$ cat src/dac_port_pkg.sv
// Package of constants for the quad DAC serial write port.
// Assumes a single system clock; the serial link is sampled, not clocked.
package dac_port_pkg;
   localparam int CHANNELS = 4; // Number of converter channels.
   localparam int CODE_W = 10; // Width of the conversion code.
   localparam int WORD_W = 12; // Width of staging and output words.
   localparam int PD_W = 2; // Width of the power-down field.
   localparam int BYTE_W = 8; // Width of one serial byte.
   localparam int SEL_W = 2; // Width of the channel index.
   localparam logic [4:0] ADDR_FIXED = 5'h13; // Fixed upper address bits.
   localparam int ADDR_PIN_HI = 2; // Address byte bit of the upper pin.
   localparam int ADDR_PIN_LO = 1; // Address byte bit of the lower pin.
   localparam int ADDR_RW = 0; // Direction bit in the address byte.
   localparam int CMD_LOAD_HI = 5; // Upper load field bit.
   localparam int CMD_LOAD_LO = 4; // Lower load field bit.
   localparam int CMD_SEL_HI = 2; // Upper channel select bit.
   localparam int CMD_SEL_LO = 1; // Lower channel select bit.
   localparam int CMD_PD = 0; // Power-down select bit.
   localparam logic [1:0] LOAD_TEMP = 2'h0; // Write staging only.
   localparam logic [1:0] LOAD_ONE = 2'h1; // Write and load one channel.
   localparam logic [1:0] LOAD_ALL = 2'h2; // Write and load all channels.
   localparam logic [1:0] LOAD_BCAST = 2'h3; // Broadcast command.
   localparam logic [11:0] WORD_RESET = 12'h000; // Power-on word value.
   localparam logic [7:0] BYTE_RESET = 8'h00; // Power-on byte value.
   localparam logic [3:0] BIT_LAST = 4'h7; // Index of the eighth bit.
   localparam logic [3:0] BIT_FIRST = 4'h0; // Index of the first bit.
endpackage

$ cat src/dac_i2c_write_port.sv
// Serial write port of a quad 10-bit converter: address, command, data.
// Assumes SCL and SDA are slow pins sampled by clk_i; SDA is open drain.
//
// Overview of operation
// - High byte is upper eight code bits.
// - Command bit zero set: power-down mode bits.
// - Low byte top two bits; rest ignored.
// - Apply value at acknowledge falling edge.
// - Staging and output registers cleared at reset.
// - One 12-bit staging register per channel.
// - Four 12-bit output registers, immediate effect.
// - Command byte held for decoding.
// - Command selects mode and channel.
// - Data pairs repeat until stop/restart.
// - Power-down takes exactly two bytes.
// - Select bits choose channel A to D.
// - Load field ten loads all outputs.
// - Broadcast with upper select bit clear updates all from staging.
// - Broadcast power-down with upper select bit set powers down all.
`timescale 1ns/1ps
`default_nettype none
module dac_i2c_write_port
   import dac_port_pkg::*;
(
   input wire logic clk_i, // System clock, 200 MHz.
   input wire logic resetn_i, // Asynchronous reset, active low.
   input wire logic scl_i, // Serial clock pin.
   input wire logic sda_i, // Serial data pin level.
   output logic sda_o, // Serial data drive value, always low.
   output logic sda_oe_o, // Serial data drive enable, high pulls low.
   input wire logic address_pin_upper, // Upper address strap.
   input wire logic address_pin_lower, // Lower address strap.
   output logic [dac_port_pkg::CHANNELS*dac_port_pkg::WORD_W-1:0] channel_output_o, // Output words.
   output logic [dac_port_pkg::CHANNELS*dac_port_pkg::WORD_W-1:0] channel_staging_o // Staging words.
);
   import dac_port_pkg::*;

   // Byte phases of a write transaction.
   typedef enum logic [2:0] {
      ST_IDLE = 3'b000,
      ST_ADDR = 3'b001,
      ST_CMD = 3'b010,
      ST_HIGH = 3'b011,
      ST_LOW = 3'b100,
      ST_IGNORE = 3'b101
   } phase_type;

   logic [1:0] pins_sync; // Synchronised SCL and SDA.
   logic scl_s; // Synchronised serial clock.
   logic sda_s; // Synchronised serial data.
   logic scl_prev_q; // Previous serial clock sample.
   logic sda_prev_q; // Previous serial data sample.
   logic scl_rise; // Serial clock rising edge.
   logic scl_fall; // Serial clock falling edge.
   logic start_ev; // Start or repeated start seen.
   logic stop_ev; // Stop seen.
   phase_type phase_q; // Current byte phase.
   logic [3:0] bit_cnt_q; // Bits received in the current byte.
   logic [7:0] shift_q; // Incoming byte shifter.
   logic ack_slot_q; // Eighth bit taken; the next rising edge is the acknowledge clock.
   logic ack_drive_q; // Pulling SDA low in the acknowledge slot.
   logic [7:0] command_byte_reg; // Held command byte.
   logic [7:0] data_high_byte_reg; // Held high data byte.
   logic [7:0] data_low_byte_reg; // Held low data byte.
   logic byte_done; // Eighth bit sampled on this edge.
   logic [7:0] byte_now; // Byte including the bit sampled now.
   logic addr_match; // Address byte matches this device.
   logic low_done_q; // Low byte finished, waiting for ack fall.
   logic [1:0] load_field; // Load field of the command.
   logic [SEL_W-1:0] channel_sel; // Channel selected by the command.
   logic power_down_select_bit; // Power-down select bit.
   logic command_bit_zero; // Lowest command bit.
   logic broadcast; // Broadcast command active.
   logic [WORD_W-1:0] new_word; // Word assembled from the data pair.
   logic [CHANNELS-1:0] stage_we; // Staging write strobes.
   logic [CHANNELS-1:0] out_we; // Output load strobes.
   logic [CHANNELS-1:0] out_direct; // Output takes the new word.
   logic pd_all; // Power down all channels.
   logic apply_now; // Acknowledge falling edge after a low byte.
   logic ack_pending_q; // A taken byte awaits its acknowledge.

   // Both pins cross into the clock domain through two flip-flops.
   sync_2ff #(
      .WIDTH(2)
   ) u_sync (
      .clk_i(clk_i),
      .resetn_i(resetn_i),
      .async_i({scl_i, sda_i}),
      .sync_o(pins_sync)
   );
   assign scl_s = pins_sync[1];
   assign sda_s = pins_sync[0];

   // Previous samples of the synchronised pins for edge finding.
   always_ff @(posedge clk_i or negedge resetn_i) begin
      if (!resetn_i) begin
         scl_prev_q <= 1'b1;
         sda_prev_q <= 1'b1;
      end else begin
         scl_prev_q <= scl_s;
         sda_prev_q <= sda_s;
      end
   end

   // Edges and bus conditions; SDA moving while SCL is high frames a transfer.
   assign scl_rise = scl_s && !scl_prev_q;
   assign scl_fall = !scl_s && scl_prev_q;
   assign start_ev = scl_s && scl_prev_q && sda_prev_q && !sda_s;
   assign stop_ev = scl_s && scl_prev_q && !sda_prev_q && sda_s;
   assign byte_now = {shift_q[6:0], sda_s};
   assign byte_done = scl_rise && !ack_slot_q && (bit_cnt_q == BIT_LAST);

   assign addr_match = (byte_now[7:3] == ADDR_FIXED) &&
                       (byte_now[ADDR_PIN_HI] == address_pin_upper) &&
                       (byte_now[ADDR_PIN_LO] == address_pin_lower) &&
                       (byte_now[ADDR_RW] == 1'b0);

   // Bit counter and shifter; the ninth clock is the acknowledge slot.
   always_ff @(posedge clk_i or negedge resetn_i) begin
      if (!resetn_i) begin
         bit_cnt_q <= BIT_FIRST;
         shift_q <= BYTE_RESET;
         ack_slot_q <= 1'b0;
      end else if (start_ev || stop_ev) begin
         bit_cnt_q <= BIT_FIRST;
         ack_slot_q <= 1'b0;
      end else if (scl_rise && !ack_slot_q) begin
         shift_q <= byte_now;
         bit_cnt_q <= byte_done ? BIT_FIRST : bit_cnt_q + 4'h1;
         ack_slot_q <= byte_done;
      end else if (scl_rise && ack_slot_q) begin
         // The ninth rising edge is the acknowledge clock, not a data bit.
         ack_slot_q <= 1'b0;
      end
   end

   // Phase machine over address, command and data bytes.
   // address then command.
   always_ff @(posedge clk_i or negedge resetn_i) begin
      if (!resetn_i) begin
         phase_q <= ST_IDLE;
      end else if (start_ev) begin
         phase_q <= ST_ADDR;
      end else if (stop_ev) begin
         phase_q <= ST_IDLE;
      end else if (byte_done) begin
         unique case (phase_q)
            ST_IDLE: phase_q <= ST_IDLE;
            ST_ADDR: phase_q <= addr_match ? ST_CMD : ST_IGNORE;
            ST_CMD: phase_q <= ST_HIGH;
            ST_HIGH: phase_q <= ST_LOW;
            ST_LOW: phase_q <= command_byte_reg[CMD_PD] ? ST_IGNORE : ST_HIGH;
            ST_IGNORE: phase_q <= ST_IGNORE;
            default: phase_q <= ST_IDLE;
         endcase
      end
   end

   // acknowledge drive.
   // Pull SDA low through the acknowledge clock of every byte taken.
   always_ff @(posedge clk_i or negedge resetn_i) begin
      if (!resetn_i) begin
         ack_drive_q <= 1'b0;
      end else if (start_ev || stop_ev) begin
         ack_drive_q <= 1'b0;
      end else if (scl_fall && ack_slot_q && ack_pending_q) begin
         // The fall after the eighth bit opens the slot; the next fall closes it.
         ack_drive_q <= 1'b1;
      end else if (scl_fall && ack_drive_q) begin
         ack_drive_q <= 1'b0;
      end
   end

   // Marks a byte that this device accepts, so its slot is driven.
   always_ff @(posedge clk_i or negedge resetn_i) begin
      if (!resetn_i) begin
         ack_pending_q <= 1'b0;
      end else if (start_ev || stop_ev) begin
         ack_pending_q <= 1'b0;
      end else if (byte_done) begin
         ack_pending_q <= (phase_q == ST_ADDR) ? addr_match :
                          (phase_q == ST_CMD || phase_q == ST_HIGH || phase_q == ST_LOW);
      end else if (ack_drive_q && scl_fall) begin
         ack_pending_q <= 1'b0;
      end
   end

   assign sda_o = 1'b0;
   assign sda_oe_o = ack_drive_q;

   always_ff @(posedge clk_i or negedge resetn_i) begin
      if (!resetn_i) begin
         command_byte_reg <= BYTE_RESET;
         data_high_byte_reg <= BYTE_RESET;
         data_low_byte_reg <= BYTE_RESET;
      end else if (byte_done) begin
         if (phase_q == ST_CMD) begin
            command_byte_reg <= byte_now;
         end
         if (phase_q == ST_HIGH) begin
            data_high_byte_reg <= byte_now;
         end
         if (phase_q == ST_LOW) begin
            data_low_byte_reg <= byte_now;
         end
      end
   end

   always_ff @(posedge clk_i or negedge resetn_i) begin
      if (!resetn_i) begin
         low_done_q <= 1'b0;
      end else if (start_ev || stop_ev) begin
         low_done_q <= 1'b0;
      end else if (byte_done && phase_q == ST_LOW) begin
         low_done_q <= 1'b1;
      end else if (apply_now) begin
         low_done_q <= 1'b0;
      end
   end
   // The second falling edge after the eighth bit closes the ack clock.
   assign apply_now = low_done_q && scl_fall && ack_drive_q;

   assign load_field = command_byte_reg[CMD_LOAD_HI:CMD_LOAD_LO];
   assign channel_sel = command_byte_reg[CMD_SEL_HI:CMD_SEL_LO];
   assign command_bit_zero = command_byte_reg[CMD_PD];
   assign power_down_select_bit = command_bit_zero;
   assign broadcast = (load_field == LOAD_BCAST);

   assign new_word = power_down_select_bit ?
      {data_high_byte_reg[7:6], WORD_RESET[CODE_W-1:0]} :
      {WORD_RESET[WORD_W-1:CODE_W], data_high_byte_reg, data_low_byte_reg[7:6]};

   // Strobes toward the channel bank, each one cycle at the apply edge.
   always_comb begin
      stage_we = '0;
      out_we = '0;
      out_direct = '0;
      pd_all = 1'b0;
      if (apply_now) begin
         unique case (load_field)
            LOAD_TEMP: begin
               stage_we[channel_sel] = 1'b1;
            end
            LOAD_ONE: begin
               stage_we[channel_sel] = 1'b1;
               out_we[channel_sel] = 1'b1;
               out_direct[channel_sel] = 1'b1;
            end
            LOAD_ALL: begin
               stage_we[channel_sel] = 1'b1;
               out_we = '1;
               out_direct[channel_sel] = 1'b1;
            end
            LOAD_BCAST: begin
               if (!command_byte_reg[CMD_SEL_HI]) begin
                  out_we = '1;
               end else if (power_down_select_bit) begin
                  pd_all = 1'b1;
               end else begin
                  stage_we = '1;
                  out_we = '1;
                  out_direct = '1;
               end
            end
         endcase
      end
   end

   // The staging and applied words of all four channels.
   dac_channel_bank u_bank (
      .clk_i(clk_i),
      .resetn_i(resetn_i),
      .stage_we_i(stage_we),
      .stage_word_i(new_word),
      .out_we_i(out_we),
      .out_direct_i(out_direct),
      .pd_all_i(pd_all),
      .pd_mode_i(data_high_byte_reg[7:6]),
      .stage_o(channel_staging_o),
      .out_o(channel_output_o)
   );
endmodule
`default_nettype wire

$ cat src/sync_2ff.sv
// Two flip-flop synchroniser for a vector of slow inputs.
// Assumes the inputs change far slower than the sampling clock.
`timescale 1ns/1ps
`default_nettype none
module sync_2ff #(
   parameter int WIDTH = 2 // Number of bits synchronised.
) (
   input wire logic clk_i, // Sampling clock.
   input wire logic resetn_i, // Asynchronous reset, active low.
   input wire logic [WIDTH-1:0] async_i, // Raw inputs.
   output logic [WIDTH-1:0] sync_o // Synchronised inputs.
);
   logic [WIDTH-1:0] meta_q; // First stage, read only by the second.
   // The reset value is high because idle bus lines are high.
   always_ff @(posedge clk_i or negedge resetn_i) begin
      if (!resetn_i) begin
         meta_q <= '1;
         sync_o <= '1;
      end else begin
         meta_q <= async_i;
         sync_o <= meta_q;
      end
   end
endmodule
`default_nettype wire

$ cat src/dac_channel_bank.sv
// Per-channel staging and output registers of the converter.
// Assumes one-cycle strobes from the serial port on the same clock.
`timescale 1ns/1ps
`default_nettype none
module dac_channel_bank
   import dac_port_pkg::*;
(
   input wire logic clk_i, // System clock.
   input wire logic resetn_i, // Asynchronous reset, active low.
   input wire logic [dac_port_pkg::CHANNELS-1:0] stage_we_i, // Staging write strobes.
   input wire logic [dac_port_pkg::WORD_W-1:0] stage_word_i, // Word to stage.
   input wire logic [dac_port_pkg::CHANNELS-1:0] out_we_i, // Output load strobes.
   input wire logic [dac_port_pkg::CHANNELS-1:0] out_direct_i, // Load from word, not staging.
   input wire logic pd_all_i, // Power down every channel.
   input wire logic [dac_port_pkg::PD_W-1:0] pd_mode_i, // Mode used by pd_all_i.
   output logic [dac_port_pkg::CHANNELS*dac_port_pkg::WORD_W-1:0] stage_o, // Staging words.
   output logic [dac_port_pkg::CHANNELS*dac_port_pkg::WORD_W-1:0] out_o // Output words.
);
   genvar ch;
   // Each channel keeps its own pair of words.
   generate
      for (ch = 0; ch < CHANNELS; ch++) begin : g_ch
         logic [WORD_W-1:0] stage_q; // Staging word.
         logic [WORD_W-1:0] out_q; // Applied word.
         always_ff @(posedge clk_i or negedge resetn_i) begin
            if (!resetn_i) begin
               stage_q <= WORD_RESET;
            end else if (stage_we_i[ch]) begin
               stage_q <= stage_word_i;
            end
         end
         always_ff @(posedge clk_i or negedge resetn_i) begin
            if (!resetn_i) begin
               out_q <= WORD_RESET;
            end else if (pd_all_i) begin
               out_q <= {pd_mode_i, out_q[CODE_W-1:0]};
            end else if (out_we_i[ch]) begin
               out_q <= out_direct_i[ch] ? stage_word_i : stage_q;
            end
         end
         assign stage_o[ch*WORD_W +: WORD_W] = stage_q;
         assign out_o[ch*WORD_W +: WORD_W] = out_q;
      end
   endgenerate
endmodule
`default_nettype wire

$ cat config.mk
export PLATFORM = sky130hd
export DESIGN_NAME = dac_i2c_write_port
export DESIGN_NICKNAME = d
export VERILOG_FILES = /design/src/dac_port_pkg.sv /design/src/dac_i2c_write_port.sv /design/src/sync_2ff.sv /design/src/dac_channel_bank.sv
export SDC_FILE = /design/constraint.sdc
export NUM_CORES = 1
export LEC_CHECK = 0
export ABC_AREA = 1
export BUFFER_PORTS_ARGS = -buffer_cell sky130_fd_sc_hd__buf_2
export CAP_MARGIN = 10
export CORE_UTILIZATION = 30
export CTS_BUF_LIST = sky130_fd_sc_hd__clkbuf_8
export DETAILED_ROUTE_END_ITERATION = 10
export GPL_TIMING_DRIVEN = 0
export PLACE_DENSITY = 0.46
export SLEW_MARGIN = 20
export SYNTH_ARGS = -nofsm -noshare
export SYNTH_HDL_FRONTEND = slang
export SYNTH_HIERARCHICAL = 1
export SYNTH_SLANG_ARGS = --single-unit
export TNS_END_PERCENT = 5
$ cat constraint.sdc
create_clock -name clk_i -period 2.3 [get_ports clk_i]
set_clock_uncertainty 0.2 [all_clocks]
set_input_delay 0.69 -clock clk_i [delete_from_list [all_inputs] [get_ports clk_i]]
set_output_delay 0.69 -clock clk_i [all_outputs]
set_load 0.01 [all_outputs]
==> impl_metrics.csv, run 1 <==
group,metric,value,unit
run_status,status,"complete, no violations",
sta,grt_setup_unrepaired,"true",
critical_path,crit_top_cell,"nand2_1",
sta,finalCriticalPeriod,2.169,ns
place,gp_congestion,0.7965,
layout,final_nets,974,
cts,cts_sinks,135,
global_routing,grt_pass1_wl,28800,um
route,vias,5401,
global_routing,antenna_found_initial,0,
global_routing,grt.overflow.total,0,
route,wirelength,18140,um
synth,yosysUniqueCellTypes,28,
critical_path,path_delay_family,"simple AND/OR/NAND/NOR gates",
synth,synth_top_area_cell,"dfrtp_1",
sta,fin_setup_tns,0,ns
route,drtIter0Drc,316,
critical_path,end_kind,"register",
critical_path,start_kind,"register",
sta,worstMarginPinSlew,0.6779,ns
sta,fmax,461.1,MHz
synth,synthCells,836,
layout,instances_no_fill,1251,
sta,hold_violations,0,
critical_path,criticalPathCategory,"reg -> reg",
floorplan,die_x,149.3,um
sta,finalMaxSlewViolations,0,
synth,asyncSetResetFlopFracSynth,100.0,%
power,p_leak,4.314,nW
layout,syn_to_final_growth,23.37,%
worst_hold_path,hold_path_depth,1,
power,p_per_area,637.2,nW/um^2
critical_path,slowest_stage,"dfstp_2",
synth,ys.flop_type,"dfrtp_1",
global_routing,grt_pass1_vias,5274,
worst_hold_path,hp-class,"in -> reg",
floorplan,row_count,53,
cts,clkTransAtPathRegs,0.08,ns
route,ant_nets,0,
synth,synth.most_common_cell,"nand2_1",
critical_path,reg2reg_depth,10,
critical_path,reg2reg_to,"u_bank/g_ch[3].out_q[11]$_DFFE_PN0P_",
critical_path,rrSetupSlack,0.13,ns
cts,cts_tree,"yes",
critical_path,arrival,2.30,ns
route,firstDrtPassIters,4,
route,route.detailed.drc,0,
synth,yosys_warnings,6,
power,ir_drop,376.1,uV
place,hpwl,12540,um
synth,synth.avg_cell_area,7.787,sq um
floorplan,core_area,21150,sq um
floorplan,die-area,22290,sq um
layout,antenna_cells,0,
critical_path,critPathMaxFanout,10,
place,post-place-cells,1214,
layout,fillers,2219,
cts,htree_num_levels,4,
global_routing,grt_max_degree,70,
floorplan,ioPinCount,104,
critical_path,cp_data_required_time,2.43,ns
synth,mappedNetlistNets,847,
layout,fin_util,37.97,%
critical_path,crit_buf_inv,3,
floorplan,start_util,30.77,%
synth,synth_edf_count,0,
synth,synth_common_cells,"nand2_1 (382), dfrtp_1 (129), inv_1 (97), o21ai_0 (64), nor2_1 (37)",
floorplan,die_y,149.3,um
flow_run,maxCapViolations,0,
critical_path,critPathMaxStageDelay,0.54,ns
worst_hold_path,hold_path.startpoint,"scl_i",
layout,drive_gt1_share,22.44,%
cts,cts_buffer_depth,2,
global_routing,grt_usage,17.10,%
synth,ys_seq_area_share,52.01,%
route,via_per_inst,4.317,
sta,max-slew-margin-rel,54.81,%
cts,clk_latency,0.44,ns
synth,synth_area,6510,sq um
critical_path,crit_chain,"inv_2, nor2_4, nand3_4, or2_1, buf_6, a21oi_4, clkbuf_4, nand2_1, nand3_1, nand2_1",
cts,cts_buffers,17,
worst_hold_path,min_to,"u_sync/meta_q[1]$_DFF_PN1_",
sta,finalSetupViolCount,0,
cts,clockRootBuffer,"clkbuf_8",
route,wl_per_cell,14.50,um
synth,synth.area.top_cells,"dfrtp_1 (50%), nand2_1 (22%), inv_1 (5.6%)",
synth,synth_top_area_share,49.59,%
power,power,0.005117,W
sta,period_share,94.29,%
place,portBuffers,102,
synth,synth-seq-cells,135,
critical_path,reg2reg_from,"scl_prev_q$_DFF_PN1_",
area by class of cell:
| class | count | area (sq um) | share of cell area [%] |
|---|---|---|---|
| repair buffers | 108 | 588.1 | 7.322 |
| flip-flops and latches | 135 | 3386 | 42.16 |
| inverters | 101 | 381.6 | 4.752 |
| multi-input cells | 564 | 2609 | 32.48 |
| plain buffers | 36 | 276.5 | 3.443 |
| clock inverters | 14 | 198.9 | 2.477 |
| clock buffers | 18 | 247.7 | 3.085 |
| well taps | 275 | 344.1 | 4.284 |
stage by stage:
step	hold slack (ns)	cell area, sq um	setup WS [ns]
3_5_place_dp	0.1470	7402	-0.4277
6_report	0.1359	8031	0.1314
2_1_floorplan	0.1452	6510	0.1266
4_1_cts	0.09846	7925	-0.03874
3_3_place_gp	0.1453	7365	-1.789
5_1_grt	0.09839	8031	-0.01672
how the worst max path moves through the flow:
stage,cells after the start,to,slack [ns],start
CTS,12,u_bank/g_ch[1].out_q[8]$_DFFE_PN0P_,-0.04,scl_prev_q$_DFF_PN1_
global route,12,u_bank/g_ch[2].out_q[4]$_DFFE_PN0P_,-0.02,scl_prev_q$_DFF_PN1_
finish,10,u_bank/g_ch[3].out_q[11]$_DFFE_PN0P_,0.13,scl_prev_q$_DFF_PN1_
floorplan,12,u_bank/g_ch[2].out_q[0]$_DFFE_PN0P_,0.13,scl_prev_q$_DFF_PN1_
global placement,1,u_bank/g_ch[3].out_q[7]$_DFFE_PN0P_,-1.79,resetn_i
detailed placement,12,u_bank/g_ch[0].out_q[3]$_DFFE_PN0P_,-0.43,scl_prev_q$_DFF_PN1_
report_power, final:
part,internal [W],switching [W],leakage (nW),total [W]
Sequential,0.00246,0.0000853,1.85,0.00255
Combinational,0.000104,0.000243,2.24,0.000348
Clock,0.00122,0.00100,0.224,0.00222
layer usage:
layer / routed length [um] / vias up / global-route usage [%] / part of all wire (%)
li1: - / 2796 / - / -
met1: 8530 / 2503 / 22.86 / 47
met2: 8519 / 90 / 27.70 / 47
met3: 930 / 12 / 4.067 / 5.1
met4: 155 / 0 / 4.286 / 0.85
met5: 0 / - / 0 / 0
worst reg2reg max path, cell delays in order (launching register included):
cell and delay, ns:
dfstp_2 0.54, inv_2 0.05, nor2_4 0.14, nand3_4 0.09
or2_1 0.24, buf_6 0.16, a21oi_4 0.18, clkbuf_4 0.24
nand2_1 0.07, nand3_1 0.09, nand2_1 0.05
layout by cell type (no fill, tap or decap), types with 4 or more instances in the layout:
master,synthesis,layout
inv_2,4,6
clkbuf_1,7,7
clkinv_4,0,5
nand3_1,14,13
o21ai_0,64,64
ha_1,5,5
buf_8,4,6
a21oi_1,28,20
nand2_1,382,382
bufinv_16,0,4
a21oi_4,0,4
buf_2,20,113
dfstp_2,6,6
buf_4,3,7
inv_1,97,94
buf_6,2,5
nand2_2,4,4
clkbuf_8,0,19
dfrtp_1,129,129
a21oi_2,0,4
nor2_1,37,32
nor2_8,6,6
o21ai_2,8,8
nor2_2,0,4
what timing repair did:
action,4_1_cts,5_1_grt
resized for setup,12,33
setup buffers,2,1
hold buffers,1,0
hold endpoints to repair,13,0
setup endpoints to repair,49,95
cloned,0,1
pin swaps,1,3
kinds of logic (layout without fill, tap and decap cells):
kind of cell,Yosys count,after routing,share of synthesized area (%)
xor gates and xnor gates,1,1,0.1346
AOI/OAI and AO/OA,101,101,8.265
and+or+nand+nor,456,456,29.19
buffers and inverters,137,277,9.379
other,1,1,0.05760
DFF,135,135,52.01
adders and majority gates,5,5,0.9610
Note: power is estimated with default switching activity, not from simulation.
==> run 2, diff against run 1 <==
--- a/config.mk
+++ b/config.mk
@@ -16,6 +16,5 @@
 export SLEW_MARGIN = 20
 export SYNTH_ARGS = -nofsm -noshare
 export SYNTH_HDL_FRONTEND = slang
-export SYNTH_HIERARCHICAL = 1
 export SYNTH_SLANG_ARGS = --single-unit
 export TNS_END_PERCENT = 5
==> run 2 against run 1 <==
  * Routed wire length up 7.2%
  * Clock power grew 2%
  * Sequential share of layout area up 1.8 points
  * Critical endpoint is now u_bank.g_ch[2].out_q[7]$_DFFE_PN0P_
  * Largest power group unchanged
  * Highest routed layer unchanged
==> impl_metrics.csv, run 2 <==
group,metric,value,unit
synth,synth_common_cells,"nand2_1 (332), dfrtp_1 (129), nand3_1 (94), o21ai_0 (78), inv_1 (64)",
critical_path,crit_buf_inv,3,
worst_hold_path,hold_path_depth,1,
synth,ys_seq_area_share,53.25,%
critical_path,slowest_stage,"dfrtp_1",
route,wl_per_cell,16.21,um
synth,yosys.area_share.adder,1.377,%
sta,max-slew-margin-rel,65.11,%
critical_path,start_kind,"register",
sta,worstMarginPinSlew,0.5221,ns
floorplan,die_y,147.6,um
run_status,status,"complete, no violations",
power,p_per_area,670.8,nW/um^2
sta,finalCriticalPeriod,2.094,ns
critical_path,end_kind,"register",
sta,hold_violations,0,
critical_path,rrSetupSlack,0.21,ns
cts,htree_num_levels,4,
critical_path,reg2reg_to,"u_bank.g_ch[2].out_q[7]$_DFFE_PN0P_",
power,seq_power_share,49.1,%
synth,synth_top_area_cell,"dfrtp_1",
floorplan,row_count,52,
power,switching_power,0.001262,W
floorplan,die_x,147.6,um
layout,final_common_cell,"nand2_1",
synth,yosys_warnings,0,
critical_path,criticalPathCategory,"reg -> reg",
critical_path,path_delay_family,"flip-flops",
synth,synth.avg_cell_area,7.978,sq um
synth,yosysUniqueCellTypes,33,
sta,fmax,477.6,MHz
place,portBuffers,102,
cts,cts_sinks,135,
critical_path,crit_chain,"inv_1, ha_1, inv_1, o21ai_1, nand2_1, buf_2, nand2_1, nand2_1, nand2_1, nand2_1",
global_routing,grt_usage,18.48,%
critical_path,crit_start,"command_byte_reg[4]$_DFFE_PN0P_",
cts,clkTransAtPathRegs,0.08,ns
sta,finalMaxSlewViolations,0,
route,ant_nets,0,
synth,ys.flop_type,"dfrtp_1",
synth,synth_top_family_by_area,"simple AND/OR/NAND/NOR gates",
synth,synth.area.top_cells,"dfrtp_1 (51%), nand2_1 (20%), nand3_1 (7.4%)",
critical_path,reg2reg_depth,10,
critical_path,crit_top_cell,"nand2_1",
critical_path,endpoint,"u_bank.g_ch[2].out_q[7]$_DFFE_PN0P_",
layout,antenna_cells,0,
critical_path,reg2reg_from,"command_byte_reg[4]$_DFFE_PN0P_",
route,via_per_inst,4.618,
cts,cts_buffers,17,
layout,layout_common_cells,"nand2_1 (331), dfrtp_1 (129), buf_2 (122), nand3_1 (94), o21ai_0 (78)",
critical_path,arrival,2.23,ns
global_routing,grt_pass1_vias,5264,
sta,period_share,91.04,%
route,route.detailed.drc,0,
cts,cts_buffer_depth,2,
place,hpwl,13550,um
sta,setup_slack,0.2061,ns
synth,synth_compound_area_share,7.320,%
place,gp_congestion,0.8179,
flow_run,maxCapViolations,0,
synth,synthMuxAreaShare,0,%
global_routing,grt_max_degree,86,
critical_path,critPathMaxStageDelay,0.41,ns
floorplan,ioPinCount,104,
synth,synth_top_area_share,50.77,%
sta,fin_setup_tns,0,ns
sta,finalSetupViolCount,0,
cts,clockRootBuffer,"clkbuf_8",
power,p_int,0.003901,W
power,ir_drop,329.6,uV
synth,synth_edf_count,0,
power,power.share.clock,44.0,%
critical_path,critPathMaxFanout,10,
cts,cts_tree,"yes",
critical_path,path_depth,10,
synth,synth.most_common_cell,"nand2_1",
layout,syn_to_final_growth,21.04,%
floorplan,core_area,20490,sq um
power,sw_frac_of_total,24.45,%
synth,asyncSetResetFlopFracSynth,100.0,%
power,comb_power_share,6.9,%
route,firstDrtPassIters,5,
synth,synth_area,6359,sq um
global_routing,antenna_found_initial,0,
global_routing,grt_pass1_wl,30420,um
layout,final_nets,933,
synth,synth-seq-cells,135,
sta,grt_setup_unrepaired,"true",
route,vias,5542,
critical_path,cp_data_required_time,2.43,ns
route,drtIter0Drc,380,
synth,yosys.area_share.simple,30.68,%
synth,synth-xor-area-share,0.1377,%
route,wirelength,19450,um
power,p_leak,4.300,nW
worst_hold_path,hp-class,"in -> reg",
synth,synthCells,797,
global_routing,grt.overflow.total,0,
synth,mappedNetlistNets,810,
floorplan,start_util,31.03,%
layout,drive_gt1_share,20.43,%
place,dp_slack,0.1698,ns
floorplan,die-area,21780,sq um
cts,clk_latency,0.43,ns
==> run 2: cell count changes in the layout (fill, tap and decap cells not counted), moves of 5 or more <==
cell / delta
clkinv_4: -5
buf_2: +9
nor2_8: -6
nand3_1: +81
o21ai_0: +14
nand2_1: -51
inv_1: -29
buf_8: -5
nor2_1: -20
o21ai_2: -6
a21oi_1: -16
==> run 2: routing by layer <==
layer,vias up,GRT usage (%),part of all wire (%)
met4,0,4.485,0.97
met2,132,27.29,44
met3,13,3.981,4.9
li1,2769,-,-
met5,-,0,0
met1,2628,27.34,50
==> run 2: metrics by stage <==
step	hold slack [ns]	utilization, %	area [sq um]	cells	total power (W)
2_1_floorplan	0.1452	-	6359	797	0.002789
3_3_place_gp	0.1492	35.16	7207	1169	0.002931
3_5_place_dp	0.1475	35.35	7244	1170	0.002941
4_1_cts	0.1132	37.54	7694	1200	0.005226
5_1_grt	0.1125	37.55	7696	1200	0.005400
6_report	0.1458	37.55	7696	1200	0.005163
==> run 2: cells by family after synthesis <==
kind of cell,after synthesis
AO/OA/AOI/OAI,90
adder cells (fa/ha/maj),7
flip-flops,135
XOR/XNOR,1
other,1
AND/OR/NAND/NOR,459
buffers and inverters,104
==> run 2: power by group through the flow <==
stage | logic [W] | registers, W | clock network (W)
floorplan | 0.000221 | 0.00257 | 0
global placement | 0.000349 | 0.00258 | 0
detailed placement | 0.000360 | 0.00258 | 0
CTS | 0.000362 | 0.00254 | 0.00233
global route | 0.000430 | 0.00255 | 0.00242
finish | 0.000357 | 0.00254 | 0.00227
==> run 2: worst register-to-register path: stages (launching register included) <==
cell and delay, ns:
dfrtp_1 0.41, inv_1 0.09, ha_1 0.28, inv_1 0.09
o21ai_1 0.31, nand2_1 0.15, buf_2 0.22, nand2_1 0.08
nand2_1 0.06, nand2_1 0.07, nand2_1 0.05
==> run 2: how the worst min path moves through the flow <==
stage,start,endpoint,slack (ns)
global route,sda_i,u_sync.meta_q[0]$_DFF_PN1_,0.11
global placement,u_sync.meta_q[0]$_DFF_PN1_,u_sync.sync_o[0]$_DFF_PN1_,0.15
detailed placement,u_sync.meta_q[0]$_DFF_PN1_,u_sync.sync_o[0]$_DFF_PN1_,0.15
CTS,sda_i,u_sync.meta_q[0]$_DFF_PN1_,0.11
floorplan,u_sync.meta_q[0]$_DFF_PN1_,u_sync.sync_o[0]$_DFF_PN1_,0.15
finish,sda_i,u_sync.meta_q[0]$_DFF_PN1_,0.15
==> run 2: layout make-up <==
| type | instances | area [sq um] |
|---|---|---|
| inverters | 73 | 276.5 |
| flip-flops and latches | 135 | 3386 |
| repair buffers | 104 | 558.0 |
| clock inverters | 10 | 177.7 |
| multi-input cells | 558 | 2519 |
| well taps | 270 | 337.8 |
| plain buffers | 31 | 180.2 |
| fillers | 2242 | 12800 |
| clock buffers | 19 | 261.5 |
==> run 2: what timing repair did <==
item | in CTS | in global routing
resized for setup | 0 | 1
setup endpoints to repair | 0 | 2
hold buffers | 1 | 0
endpoints found under the hold margin | 44 | 0
setup buffers | 0 | 0
